==> src/rtl/sacc_pkg.sv <==
/*
  Constants and carrier types for the converter control block.
  Assumes a single 125 MHz clock and a plain register port.
*/
package sacc_pkg;

  // Register offsets on the plain register port
  localparam logic [3:0] SACC_OFS_CTRL = 4'h0;   // conv_control_reg
  localparam logic [3:0] SACC_OFS_RES  = 4'h4;   // conv_result_reg, whole word
  localparam logic [3:0] SACC_OFS_DIV  = 4'h8;   // conv_clock_divider_reg
  localparam logic [3:0] SACC_OFS_RESH = 4'hC;   // result_high_part
  localparam logic [3:0] SACC_OFS_RESL = 4'hD;   // result_low_part

  // Control register field positions
  localparam int SACC_CTL_CH_LSB   = 0;    // input_channel_select [3:0]
  localparam int SACC_CTL_START    = 4;    // software_conv_start
  localparam int SACC_CTL_TRIG_EN  = 5;    // timer trigger enable
  localparam int SACC_CTL_DONE     = 7;    // conversion_done_flag
  localparam int SACC_CTL_BUSY     = 8;    // conversion running

  // Sizes and reset values
  localparam int          SACC_RES_W      = 12;     // result width
  localparam int          SACC_CH_NUM     = 14;     // analog inputs
  localparam int          SACC_DIV_W      = 6;      // prescaler width
  localparam int          SACC_CONV_CLKS  = 30;     // converter clocks per conversion
  localparam logic [5:0]  SACC_DIV_RST    = 6'h00;  // prescaler reset value
  localparam logic [3:0]  SACC_CH_RST     = 4'h0;   // channel reset value

  // Converter clock ceiling, in kHz, and the matching least divisor at 125 MHz
  localparam int SACC_CLK_KHZ      = 125000;
  localparam int SACC_ACLK_MAX_KHZ = 4500;
  localparam int SACC_DIV_MIN      = (SACC_CLK_KHZ + SACC_ACLK_MAX_KHZ - 1) / SACC_ACLK_MAX_KHZ;

  // Trigger sources bundled together
  typedef struct packed {
    logic tmr10_match;   // general timer A match
    logic tmr11_match;
    logic tmr12_match;
    logic mot_trig;      // multi_output_timer trigger
  } sacc_trig_type;

  // Register port request
  typedef struct packed {
    logic [3:0]  addr;
    logic [31:0] wdata;
    logic        wr;
    logic        rd;
  } sacc_req_type;

endpackage : sacc_pkg

==> src/rtl/sacc_ctrl.sv <==
/*
  Digital control of a 12-bit successive-approximation converter:
  channel select, prescaler, start logic, bit-by-bit search, result.
  Assumes an analog comparator that settles within one converter clock
  and timer triggers that come from logic on the same clock.
*/
`timescale 1ns/1ps
`default_nettype none
module sacc_ctrl
  import sacc_pkg::*;
#(
  parameter int RES_W = SACC_RES_W,      // Result width
  parameter int CH_N  = SACC_CH_NUM      // Analog input count
) (
  input  wire logic                clk_i,        // 125 MHz clock
  input  wire logic                rst_n_i,      // Async reset, active low
  input  wire sacc_req_type        req_i,        // Register port request
  output logic [31:0]              rdata_o,      // Read data, cycle after rd
  input  wire sacc_trig_type       trig_i,       // Timer start events
  input  wire logic                cmp_i,        // Comparator: input above DAC level
  output logic [RES_W-1:0]         dac_o,        // Trial code to the converter DAC
  output logic [CH_N-1:0]          mux_sel_o,    // One-hot analog input select
  output logic                     sample_o,     // Sample-and-hold tracking
  output logic                     aclk_o,       // Converter clock level
  output logic                     irq_o         // Conversion-complete interrupt
);

  typedef enum logic [1:0] {
    SACC_IDLE,
    SACC_SAMPLE,
    SACC_SEARCH
  } sacc_state_type;

  // Decode of the register port address, used by write and read paths
  function automatic logic hit(input logic [3:0] a, input logic [3:0] ofs);
    hit = (a == ofs);
  endfunction : hit

  sacc_state_type     state_q;          // Sequencer state
  logic [3:0]         chan_q;           // input_channel_select
  logic               sw_start_q;       // software_conv_start
  logic               trig_en_q;        // Timer trigger enable
  logic               done_q;           // conversion_done_flag
  logic [5:0]         div_q;            // conv_clock_divider_reg
  logic [5:0]         pre_cnt_q;        // Prescaler counter
  logic               tick_q;           // One-cycle converter clock enable
  logic [4:0]         clk_cnt_q;        // Converter clocks in this conversion
  logic [RES_W-1:0]   sar_q;            // Trial register
  logic [RES_W-1:0]   bit_q;            // One-hot bit under test
  logic [RES_W-1:0]   result_q;         // conv_result_reg
  logic               start_go;         // A conversion starts this cycle
  logic               finish;           // The last converter clock of a conversion
  logic               any_trig;         // Some enabled start source is active
  logic               busy;             // Conversion running

  // Bit phase spans RES_W clocks; the sample window makes up the rest of 30
  localparam logic [4:0] LAST_CLK   = 5'(SACC_CONV_CLKS - 1);
  localparam logic [4:0] SAMPLE_END = 5'(SACC_CONV_CLKS - RES_W - 1);

  assign busy     = (state_q != SACC_IDLE);
  assign any_trig = sw_start_q
                  | (trig_en_q & (trig_i.tmr10_match | trig_i.tmr11_match
                                  | trig_i.tmr12_match | trig_i.mot_trig));
  // Starts are only taken from idle, so a late trigger is dropped
  assign start_go = any_trig & ~busy;
  assign finish   = (state_q == SACC_SEARCH) & tick_q & (clk_cnt_q == LAST_CLK);

  // Timing of one conversion, in converter ticks:
  //   - The prescaler counts free and is never restarted by a start.
  //   - So the first tick after a start lands anywhere from one to
  //     divisor clocks later; software sees a small jitter in latency.
  //   - Restarting the prescaler on each start would remove the jitter,
  //     but would make the converter clock irregular between starts.
  //   - Ticks 1 to 18 form the sample window; the input tracks.
  //   - Ticks 19 to 30 decide the bits, most significant bit first.
  //   - At tick 30 the last bit is decided and the result is latched.
  //   - The interrupt pulse follows one clock after that tick.
  //
  // Comparator timing:
  //   - The trial code leaves on dac_o one clock after sar_q changes.
  //   - The comparator answer arrives a further clock later.
  //   - Hence the divisor must give at least three clocks per tick.
  //   - Any divisor that keeps the converter clock legal does so
  //     with a wide margin, so no extra settling wait is built in.
  //   - With a divisor of one or two the search reads stale answers;
  //     this is a limitation the user must respect.
  //
  // Start sources:
  //   - The software start bit stays set until a conversion begins.
  //   - Timer events are only heard while the trigger enable is set.
  //   - Timer events that arrive while busy are lost, not queued; a queue
  //     would need a depth choice that nothing here calls for.
  //
  // Done flag:
  //   - Set by the finishing tick, cleared by the next start.
  //   - If both fall in one cycle, finishing wins, so a result is
  //     never hidden by a start that races it.
  //   - Reads mask the flag while busy, so software polling the
  //     control register never sees a stale done.
  //
  // Channel select:
  //   - The field holds sixteen codes; only fourteen inputs exist.
  //   - The two spare codes route nothing, and the converter then
  //     searches against an open input.
  //
  // Register reads:
  //   - Read data is registered and stands for one clock only.
  //   - The high part holds result bits eleven to eight in its low
  //     nibble, the low part holds bits seven to zero.
  //   - Writes to the result offsets are ignored.
  //
  // Reset:
  //   - All state returns to idle asynchronously.
  //   - Outputs reset to zero; mux_sel_o selects input 0 from the first clock after release.

  // Prescaler: divisor is register value plus one, so zero still runs
  always_ff @(posedge clk_i or negedge rst_n_i) begin
    if (!rst_n_i) begin
      pre_cnt_q <= 6'h00;
      tick_q    <= 1'b0;
    end else if (pre_cnt_q >= div_q) begin
      pre_cnt_q <= 6'h00;
      tick_q    <= 1'b1;
    end else begin
      pre_cnt_q <= pre_cnt_q + 6'h01;
      tick_q    <= 1'b0;
    end
  end

  // Visible converter clock: high for one clock, the cycle after the enable cycle
  always_ff @(posedge clk_i or negedge rst_n_i) begin
    if (!rst_n_i) begin
      aclk_o <= 1'b0;
    end else begin
      aclk_o <= tick_q;
    end
  end

  // Control register: channel, trigger enable and self-clearing start
  always_ff @(posedge clk_i or negedge rst_n_i) begin
    if (!rst_n_i) begin
      chan_q     <= SACC_CH_RST;
      trig_en_q  <= 1'b0;
      sw_start_q <= 1'b0;
    end else begin
      if (req_i.wr && hit(req_i.addr, SACC_OFS_CTRL)) begin
        chan_q    <= req_i.wdata[SACC_CTL_CH_LSB +: 4];
        trig_en_q <= req_i.wdata[SACC_CTL_TRIG_EN];
      end
      // Begin of conversion wins over a write in the same cycle
      if (start_go) begin
        sw_start_q <= 1'b0;
      end else if (req_i.wr && hit(req_i.addr, SACC_OFS_CTRL)) begin
        sw_start_q <= req_i.wdata[SACC_CTL_START];
      end
    end
  end

  // Prescaler register
  always_ff @(posedge clk_i or negedge rst_n_i) begin
    if (!rst_n_i) begin
      div_q <= SACC_DIV_RST;
    end else if (req_i.wr && hit(req_i.addr, SACC_OFS_DIV)) begin
      div_q <= req_i.wdata[SACC_DIV_W-1:0];
    end
  end

  // Sequencer: sample window, then one bit per converter clock
  always_ff @(posedge clk_i or negedge rst_n_i) begin
    if (!rst_n_i) begin
      state_q   <= SACC_IDLE;
      clk_cnt_q <= 5'h00;
      sar_q     <= '0;
      bit_q     <= '0;
    end else begin
      case (state_q)
        SACC_IDLE: begin
          if (start_go) begin
            state_q   <= SACC_SAMPLE;
            clk_cnt_q <= 5'h00;
          end
        end
        SACC_SAMPLE: begin
          if (tick_q) begin
            clk_cnt_q <= clk_cnt_q + 5'h01;
            if (clk_cnt_q == SAMPLE_END) begin
              state_q <= SACC_SEARCH;
              bit_q   <= {1'b1, {(RES_W-1){1'b0}}};
              sar_q   <= {1'b1, {(RES_W-1){1'b0}}};
            end
          end
        end
        SACC_SEARCH: begin
          if (tick_q) begin
            clk_cnt_q <= clk_cnt_q + 5'h01;
            // Keep the trial bit if input is above, then try the next one
            if (!cmp_i) begin
              sar_q <= (sar_q & ~bit_q) | (bit_q >> 1);
            end else begin
              sar_q <= sar_q | (bit_q >> 1);
            end
            bit_q <= bit_q >> 1;
            if (finish) begin
              state_q <= SACC_IDLE;
            end
          end
        end
        default: begin
          state_q <= SACC_IDLE;
        end
      endcase
    end
  end

  // Result and done flag; a new start clears done, finish sets it
  always_ff @(posedge clk_i or negedge rst_n_i) begin
    if (!rst_n_i) begin
      result_q <= '0;
      done_q   <= 1'b0;
    end else if (finish) begin
      result_q <= cmp_i ? sar_q : (sar_q & ~bit_q);
      done_q   <= 1'b1;
    end else if (start_go) begin
      done_q   <= 1'b0;
    end
  end

  // Interrupt: one-cycle pulse on each completed conversion
  always_ff @(posedge clk_i or negedge rst_n_i) begin
    if (!rst_n_i) begin
      irq_o <= 1'b0;
    end else begin
      irq_o <= finish;
    end
  end

  // Analog side outputs
  always_ff @(posedge clk_i or negedge rst_n_i) begin
    if (!rst_n_i) begin
      mux_sel_o <= '0;
      sample_o  <= 1'b0;
      dac_o     <= '0;
    end else begin
      // Channels 14 and 15 select nothing
      mux_sel_o <= (chan_q < 4'(CH_N)) ? (CH_N)'(1) << chan_q : '0;
      sample_o  <= (state_q == SACC_SAMPLE);
      dac_o     <= sar_q;
    end
  end

  // Read port: data stand in the cycle after the strobe only
  always_ff @(posedge clk_i or negedge rst_n_i) begin
    if (!rst_n_i) begin
      rdata_o <= 32'h0000_0000;
    end else if (req_i.rd) begin
      rdata_o <= 32'h0000_0000;
      if (hit(req_i.addr, SACC_OFS_CTRL)) begin
        rdata_o[SACC_CTL_CH_LSB +: 4] <= chan_q;
        rdata_o[SACC_CTL_START]       <= sw_start_q;
        rdata_o[SACC_CTL_TRIG_EN]     <= trig_en_q;
        rdata_o[SACC_CTL_DONE]        <= done_q & ~busy;
        rdata_o[SACC_CTL_BUSY]        <= busy;
      end else if (hit(req_i.addr, SACC_OFS_RES)) begin
        rdata_o[RES_W-1:0] <= result_q;
      end else if (hit(req_i.addr, SACC_OFS_DIV)) begin
        rdata_o[SACC_DIV_W-1:0] <= div_q;
      end else if (hit(req_i.addr, SACC_OFS_RESH)) begin
        rdata_o[7:0] <= 8'(result_q >> 8);
      end else if (hit(req_i.addr, SACC_OFS_RESL)) begin
        rdata_o[7:0] <= result_q[7:0];
      end
    end else begin
      rdata_o <= 32'h0000_0000;
    end
  end

endmodule : sacc_ctrl
`default_nettype wire

==> config.mk <==
export PLATFORM = sky130hd
export DESIGN_NAME = sacc_ctrl
export DESIGN_NICKNAME = d
export VERILOG_FILES = /design/src/rtl/sacc_pkg.sv /design/src/rtl/sacc_ctrl.sv
export SDC_FILE = /design/constraint.sdc
export NUM_CORES = 1
export LEC_CHECK = 0
export BUFFER_PORTS_ARGS = -buffer_cell sky130_fd_sc_hd__buf_2
export CORE_UTILIZATION = 55
export CTS_CLUSTER_DIAMETER = 120
export DETAILED_ROUTE_END_ITERATION = 8
export GPL_TIMING_DRIVEN = 1
export PLACE_DENSITY = 0.84
export SYNTH_ARGS = -nofsm -noshare
export SYNTH_HDL_FRONTEND = slang
export SYNTH_SLANG_ARGS = --single-unit
==> constraint.sdc <==
create_clock -name clk_i -period 5.26 [get_ports clk_i]
set_clock_uncertainty 0.05 [all_clocks]
set_input_delay 0.263 -clock clk_i [delete_from_list [all_inputs] [get_ports clk_i]]
set_output_delay 0.263 -clock clk_i [all_outputs]
set_load 0.01 [all_outputs]
Yosys cells after proc, flatten, opt, wreduce, memory -nomap -nowiden

Index checks and enable logic that the tools add are counted.

Memories: 0
Latch bits: 0
Register bits: 124
Output and inout bits: 61
Bits in writable memories: 0
Logic and storage cells: 99
ROM bits: 0

Equal/unequal tests: 14
$add $sub $neg: 2
Reduce and logical (&&, ||, !) cells: 13
Div/mod/pow operators: 0
Multiply operators: 0
Mux-type cells: 35
Shifts and indexed selects: 1
Bitwise operators: 14
$lt $le $gt $ge: 2

Operator list:

| kind                   | number |
|---|---|
| $mux W12               | 7 |
| $pmux W12 S2           | 2 |
| $mux W8                | 3 |
| $or A12 B11 Y12        | 2 |
| $mux W6                | 3 |
| $mux W14               | 1 |
| $mux W2                | 7 |
| $shl A1 B4 Y14 const A | 1 |
| $and A12 B12 Y12       | 1 |
| $eq A4 B4 Y1 const B   | 3 |
| $not A12 Y12           | 1 |
| $eq A5 B5 Y1 const B   | 2 |
| $mux W5                | 2 |
| $ne A2 B2 Y1 const B   | 5 |
| $pmux W5 S2            | 1 |
| $reduce_bool A2 Y1     | 5 |
| $add A6 B1 Y6 const B  | 1 |
| $ge A6 B6 Y1           | 1 |
| $mux W1                | 6 |
| $pmux W2 S3            | 1 |
| $add A5 B1 Y5 const B  | 1 |
| $and A1 B1 Y1          | 5 |
| $reduce_and A5 Y1      | 1 |
| $eq A4 B3 Y1 const B   | 1 |
| other kinds (14)       | 18 |

Logic depth before layout (Yosys ltp)

Depth in word-level cells: 8
Depth in mapped cells: 9
Gate-level depth less buffers: 7

Worst setup path after synthesis

OpenSTA, ideal clock, no wires.

Path type: register -> register
Start point: register state_q[0]
End point: register bit_q[0]
Setup slack: 3,530 ps
Setup time: 121 ps
Data required time: 5,089 ps
Path buffers: 2
Stages on the path, launching flop included: 9
Data arrival time: 1,560 ps
Cells stage by stage: dfrtp_1 -> inv_1 -> ha_1 -> buf_2 -> and2b_1 -> o32ai_4 -> nand2_1 -> buf_2 -> a22o_1

Word-level cells in the longest chain between the ends: 3

Ends and longest elaborated chain:

| element                                                             | line             | text |
|---|---|---|
| start, declared                                                     | sacc_ctrl.sv:39  | `sacc_state_type state_q;` |
| start signal, assigned                                              | sacc_ctrl.sv:171 | `state_q <= SACC_IDLE;` |
| start signal, assigned                                              | sacc_ctrl.sv:179 | `state_q <= SACC_SAMPLE;` |
| start signal, assigned                                              | sacc_ctrl.sv:187 | `state_q <= SACC_SEARCH;` |
| $eq A2 B1 Y1 / $eq A2 B2 Y1 (equally long branches)                 | sacc_ctrl.sv:176 | `case (state_q)` |
| $ne A2 B2 Y1 (no line) / $reduce_bool A2 Y1 (equally long branches) | --               |  |
| $reduce_and A4 Y1 (no line)                                         | --               |  |
| end signal, assigned                                                | sacc_ctrl.sv:188 | `bit_q <= {1'b1, {(RES_W-1){1'b0}}};` |
| end signal, assigned                                                | sacc_ctrl.sv:202 | `bit_q <= bit_q >> 1;` |
| end, declared                                                       | sacc_ctrl.sv:49  | `logic [RES_W-1:0] bit_q;` |

Parallel ways exist; a longest one is shown, timed or not.
A chain may end at the register's enable or synchronous reset.

Final worst setup path

Start point: register state_q[0]
End point: register state_q[0]

Word-level cells in the longest chain between the ends: 5

Ends and longest elaborated chain:

| element                                                   | line |
|---|---|
| $eq A2 B2 Y1 / $reduce_bool A2 Y1 (equally long branches) | sacc_ctrl.sv:66, sacc_ctrl.sv:176, sacc_ctrl.sv:60 |
| $and A1 B1 Y1 / $not A1 Y1 (equally long branches)        | sacc_ctrl.sv:66, sacc_ctrl.sv:65 |
| $and A1 B1 Y1, on equally long branches                   | sacc_ctrl.sv:66, sacc_ctrl.sv:65 |
| $ne A2 B2 Y1 (no line)                                    | -- |
| $reduce_and A5 Y1 (no line)                               | -- |

Parallel ways exist; a longest one is shown, timed or not.

==> results_tabular.tex <==
\begin{tabular}{lr}
\hline
Metric & Value \\
\hline
\multicolumn{2}{l}{\textbf{Run status}} \\
Status & completed \\
\multicolumn{2}{l}{\textbf{STA}} \\
Final clock period utilization by the worst path & 51.3\% \\
Final setup fails & 0 \\
Sum of negative setup slack & 0 ns \\
Final count of hold timing violations & 0 \\
Shortest clock period the worst path allows after layout & 2.70 ns \\
Transition at the pin with the smallest max-transition slack & 0.742 ns \\
Achievable clock frequency & 370 MHz \\
Worst slew margin & 50.5\% \\
Final hold slack & 0.0666 ns \\
Setup repair after global routing missed its margin & false \\
Count of final max-slew check failures & 0 \\
\multicolumn{2}{l}{\textbf{Worst setup path}} \\
Bufs and invs on worst path & 2 \\
Worst R2R Path Depth & 7 \\
Worst r2r src & state\_q[0] \\
Type of destination of the critical path & register \\
CP cell instances & inv\_1, ha\_1, nand3\_1, or2\_1, clkinv\_1, o221ai\_1, a21oi\_1 \\
Max incr delay on CP & 0.57 ns \\
Slack of the worst reg-to-reg path & 2.56 ns \\
Data required, critical path & 5.47 ns \\
Data arrival time of the worst path & 2.91 ns \\
Critical Setup Path Class & reg -> reg \\
Worst Setup Start Kind & register \\
Crit path max fanout & 19 \\
Capture point of the worst reg-to-reg path & state\_q[0] \\
Dominant delay contributor by cell family on the critical path & buffers and inverters \\
Cell at the slowest stage of the critical path & clkinv\_1 \\
Worst setup path startpoint & state\_q[0] \\
\multicolumn{2}{l}{\textbf{Finish}} \\
Fin area & 5090 µm² \\
Number of diodes & 0 \\
Total Nets Final & 531 \\
Layout fillers & 628 \\
Share of final-layout standard cells stronger than drive strength 1 & 19.8\% \\
Area growth from synthesis to layout & 10.0\% \\
\multicolumn{2}{l}{\textbf{Clocking}} \\
Root buffer cell & clkbuf\_8 \\
Clock buffer count from CTS & 9 \\
Sinks on Clock Net & 104 \\
CTS tree & built \\
H-tree depth & 3 \\
Clock Pin Slew Worst Setup and Hold Paths & 0.10 ns \\
Maximum clock path buffer count & 2 \\
Clock insertion delay at the later pin of the skew report & 0.37 ns \\
\multicolumn{2}{l}{\textbf{Hold path}} \\
Hold Path Class & in -> reg \\
Worst hold start & req\_i[3] \\
Worst Hold Path EP & div\_q[1] \\
Hold Path Stages & 3 \\
\multicolumn{2}{l}{\textbf{Floorplanning}} \\
Core region area & 8180 µm² \\
Top-Level Pins & 106 \\
Full die area & 8770 µm² \\
Starting utilization of the core area & 56.5\% \\
Die Height & 93.7 µm \\
Std cell rows & 33 \\
Die boundary width & 93.7 µm \\
\multicolumn{2}{l}{\textbf{Global routing}} \\
Number of antenna violations at the first check in global routing & 0 \\
Vias in the first global route & 3078 \\
Largest net degree at the start of global routing & 56 \\
Overall Global Routing Usage & 22.9\% \\
Total congestion overflow after global routing & 0 \\
Wire length of the first global-routing pass & 15100 µm \\
\multicolumn{2}{l}{\textbf{Logic synthesis}} \\
Register bit count reported by yosys & 104 \\
Yosys top cell by area & dfrtp\_1 \\
Async set-or-reset flop fraction in the synthesized netlist & 100\% \\
Post-synthesis instance total & 425 \\
Largest cells by area after synthesis & dfrtp\_1 (56\%), a22o\_1 (4.4\%), nand2\_1 (3.7\%) \\
Most frequent cell after synthesis & dfrtp\_1 \\
EDFF count, synth & 0 \\
Fraction of the yosys area taken by sequential cells & 56.3\% \\
Number of distinct library cells after synthesis & 55 \\
Average cell area after synthesis & 10.9 µm² \\
Fraction of synthesized cell area taken by the top area cell type & 56.3\% \\
Cell types with the highest counts after synthesis & dfrtp\_1 (104), nand2\_1 (46), a21oi\_1 (26) \\
Synth warnings & 0 \\
Prevailing post-synth register cell & dfrtp\_1 \\
Netlist area before placement & 4620 µm² \\
\multicolumn{2}{l}{\textbf{Route}} \\
Remaining design rule violation count & 0 \\
Starting DRT DRC Count & 202 \\
Average routed wire per standard cell & 16.0 µm \\
Detailed-routing iteration count for the pre-antenna-repair pass & 8 \\
Detailed-route via count & 3302 \\
Total routed wirelength & 9320 µm \\
Remaining antenna violation count after routing & 0 \\
Via/cell ratio & 5.65 \\
\multicolumn{2}{l}{\textbf{Placement}} \\
Number of port buffers & 59 \\
Instance area at placement & 4870 µm² \\
Placer congestion estimate & 0.836 \\
HPWL after detailed placement & 6320 µm \\
\multicolumn{2}{l}{\textbf{Pwr}} \\
PwrDens & 395 nW/µm² \\
Leakage & 2.57 nW \\
Largest voltage drop on the vdd net & 0.152 mV \\
\multicolumn{2}{l}{\textbf{Job}} \\
Number of max-cap violations & 0 \\
\hline
\end{tabular}
==> worst max-delay path by stage <==
stage,end,slack (ns),depth (start not counted)
2_1_floorplan,bit_q[0],3.53,8
3_3_place_gp,state_q[0],2.69,7
3_5_place_dp,state_q[0],2.64,7
4_1_cts,state_q[0],2.56,7
5_1_grt,state_q[0],2.33,7
6_report,state_q[0],2.56,7
==> worst min-delay path, stage by stage <==
cell     delay, ns
buf_2         0.09
nand2_1       0.04
o21ai_0       0.06
==> kinds of logic after synthesis <==
| logic type | synth area share, % |
|---|---|
| xor gates and xnor gates | 0.948 |
| other | 0.0811 |
| AOI/OAI and AO/OA | 13.6 |
| and+or+nand+nor | 15.2 |
| adders and majority gates | 3.25 |
| buffers and inverters | 7.31 |
| muxes | 3.30 |
| DFF | 56.3 |
==> cells in the final DEF (no fill, tap or decap), types with 4 or more instances in the layout <==
| master | n |
|---|---|
| nor3_1 | 8 |
| inv_1 | 20 |
| mux2_2 | 9 |
| a22oi_1 | 4 |
| nor2b_1 | 7 |
| conb_1 | 20 |
| a21oi_1 | 26 |
| nand2_1 | 46 |
| clkbuf_8 | 10 |
| nand4_1 | 5 |
| o21ai_0 | 20 |
| nor2_1 | 17 |
| mux2i_1 | 4 |
| ha_1 | 12 |
| buf_2 | 58 |
| nand2b_1 | 21 |
| dfrtp_1 | 104 |
| nand3_1 | 17 |
| a22o_1 | 23 |
==> metal layers <==
| metal | global-route usage, % | share of wire (%) |
|---|---|---|
| met2 | 35.5 | 47 |
| met4 | 9.74 | 2.3 |
| met1 | 31.4 | 43 |
| met5 | 0 | 0 |
| met3 | 4.85 | 7.9 |
==> state kept, by name, summed over array words and instances, names as in the netlist <==
signal	flops
pre_cnt_q	6
rdata_o	12
irq_o	1
chan_q	4
sar_q	12
div_q	6
tick_q	1
clk_cnt_q	5
state_q	2
sw_start_q	1
done_q	1
bit_q	12
trig_en_q	1
result_q	12
mux_sel_o	14
aclk_o	1
dac_o	12
sample_o	1
==> through the flow <==
stage          cells  setup WS (ns)  total power, W  utilization (%)
4_1_cts          584           2.56         0.00201             62.2
2_1_floorplan    444           3.53         0.00137                -
3_3_place_gp     567           2.69         0.00147             59.6
5_1_grt          584           2.33         0.00213             62.2
6_report         584           2.56         0.00201             62.2
3_5_place_dp     567           2.64         0.00150             59.6
==> cell type report <==
| cell class | instances | area (µm²) | area share (%) |
|---|---|---|---|
| flip-flops and latches | 104 | 2600 | 51.2 |
| clock inverters | 6 | 67.6 | 1.33 |
| clock buffers | 10 | 138 | 2.71 |
| repair buffers | 61 | 315 | 6.20 |
| multi-input cells | 277 | 1750 | 34.5 |
| well taps | 105 | 131 | 2.58 |
| inverters | 21 | 78.8 | 1.55 |
==> report_power, final <==
group	total [W]	internal, W	switching [W]	leakage (nW)
registers	0.000992	0.000896	0.0000960	1.32
clock network	0.000511	0.000235	0.000276	0.0989
logic	0.000505	0.000194	0.000311	1.14
total	0.00201	0.00132	0.000683	2.57
==> repair_timing <==
| action | in CTS | in global routing |
|---|---|---|
| hold buffers | 1 | 0 |
| hold endpoints to repair | 49 | 0 |
| resized for setup | 0 | 0 |
| buffers inserted | 0 | 0 |
(Power assumes the default switching activity.)
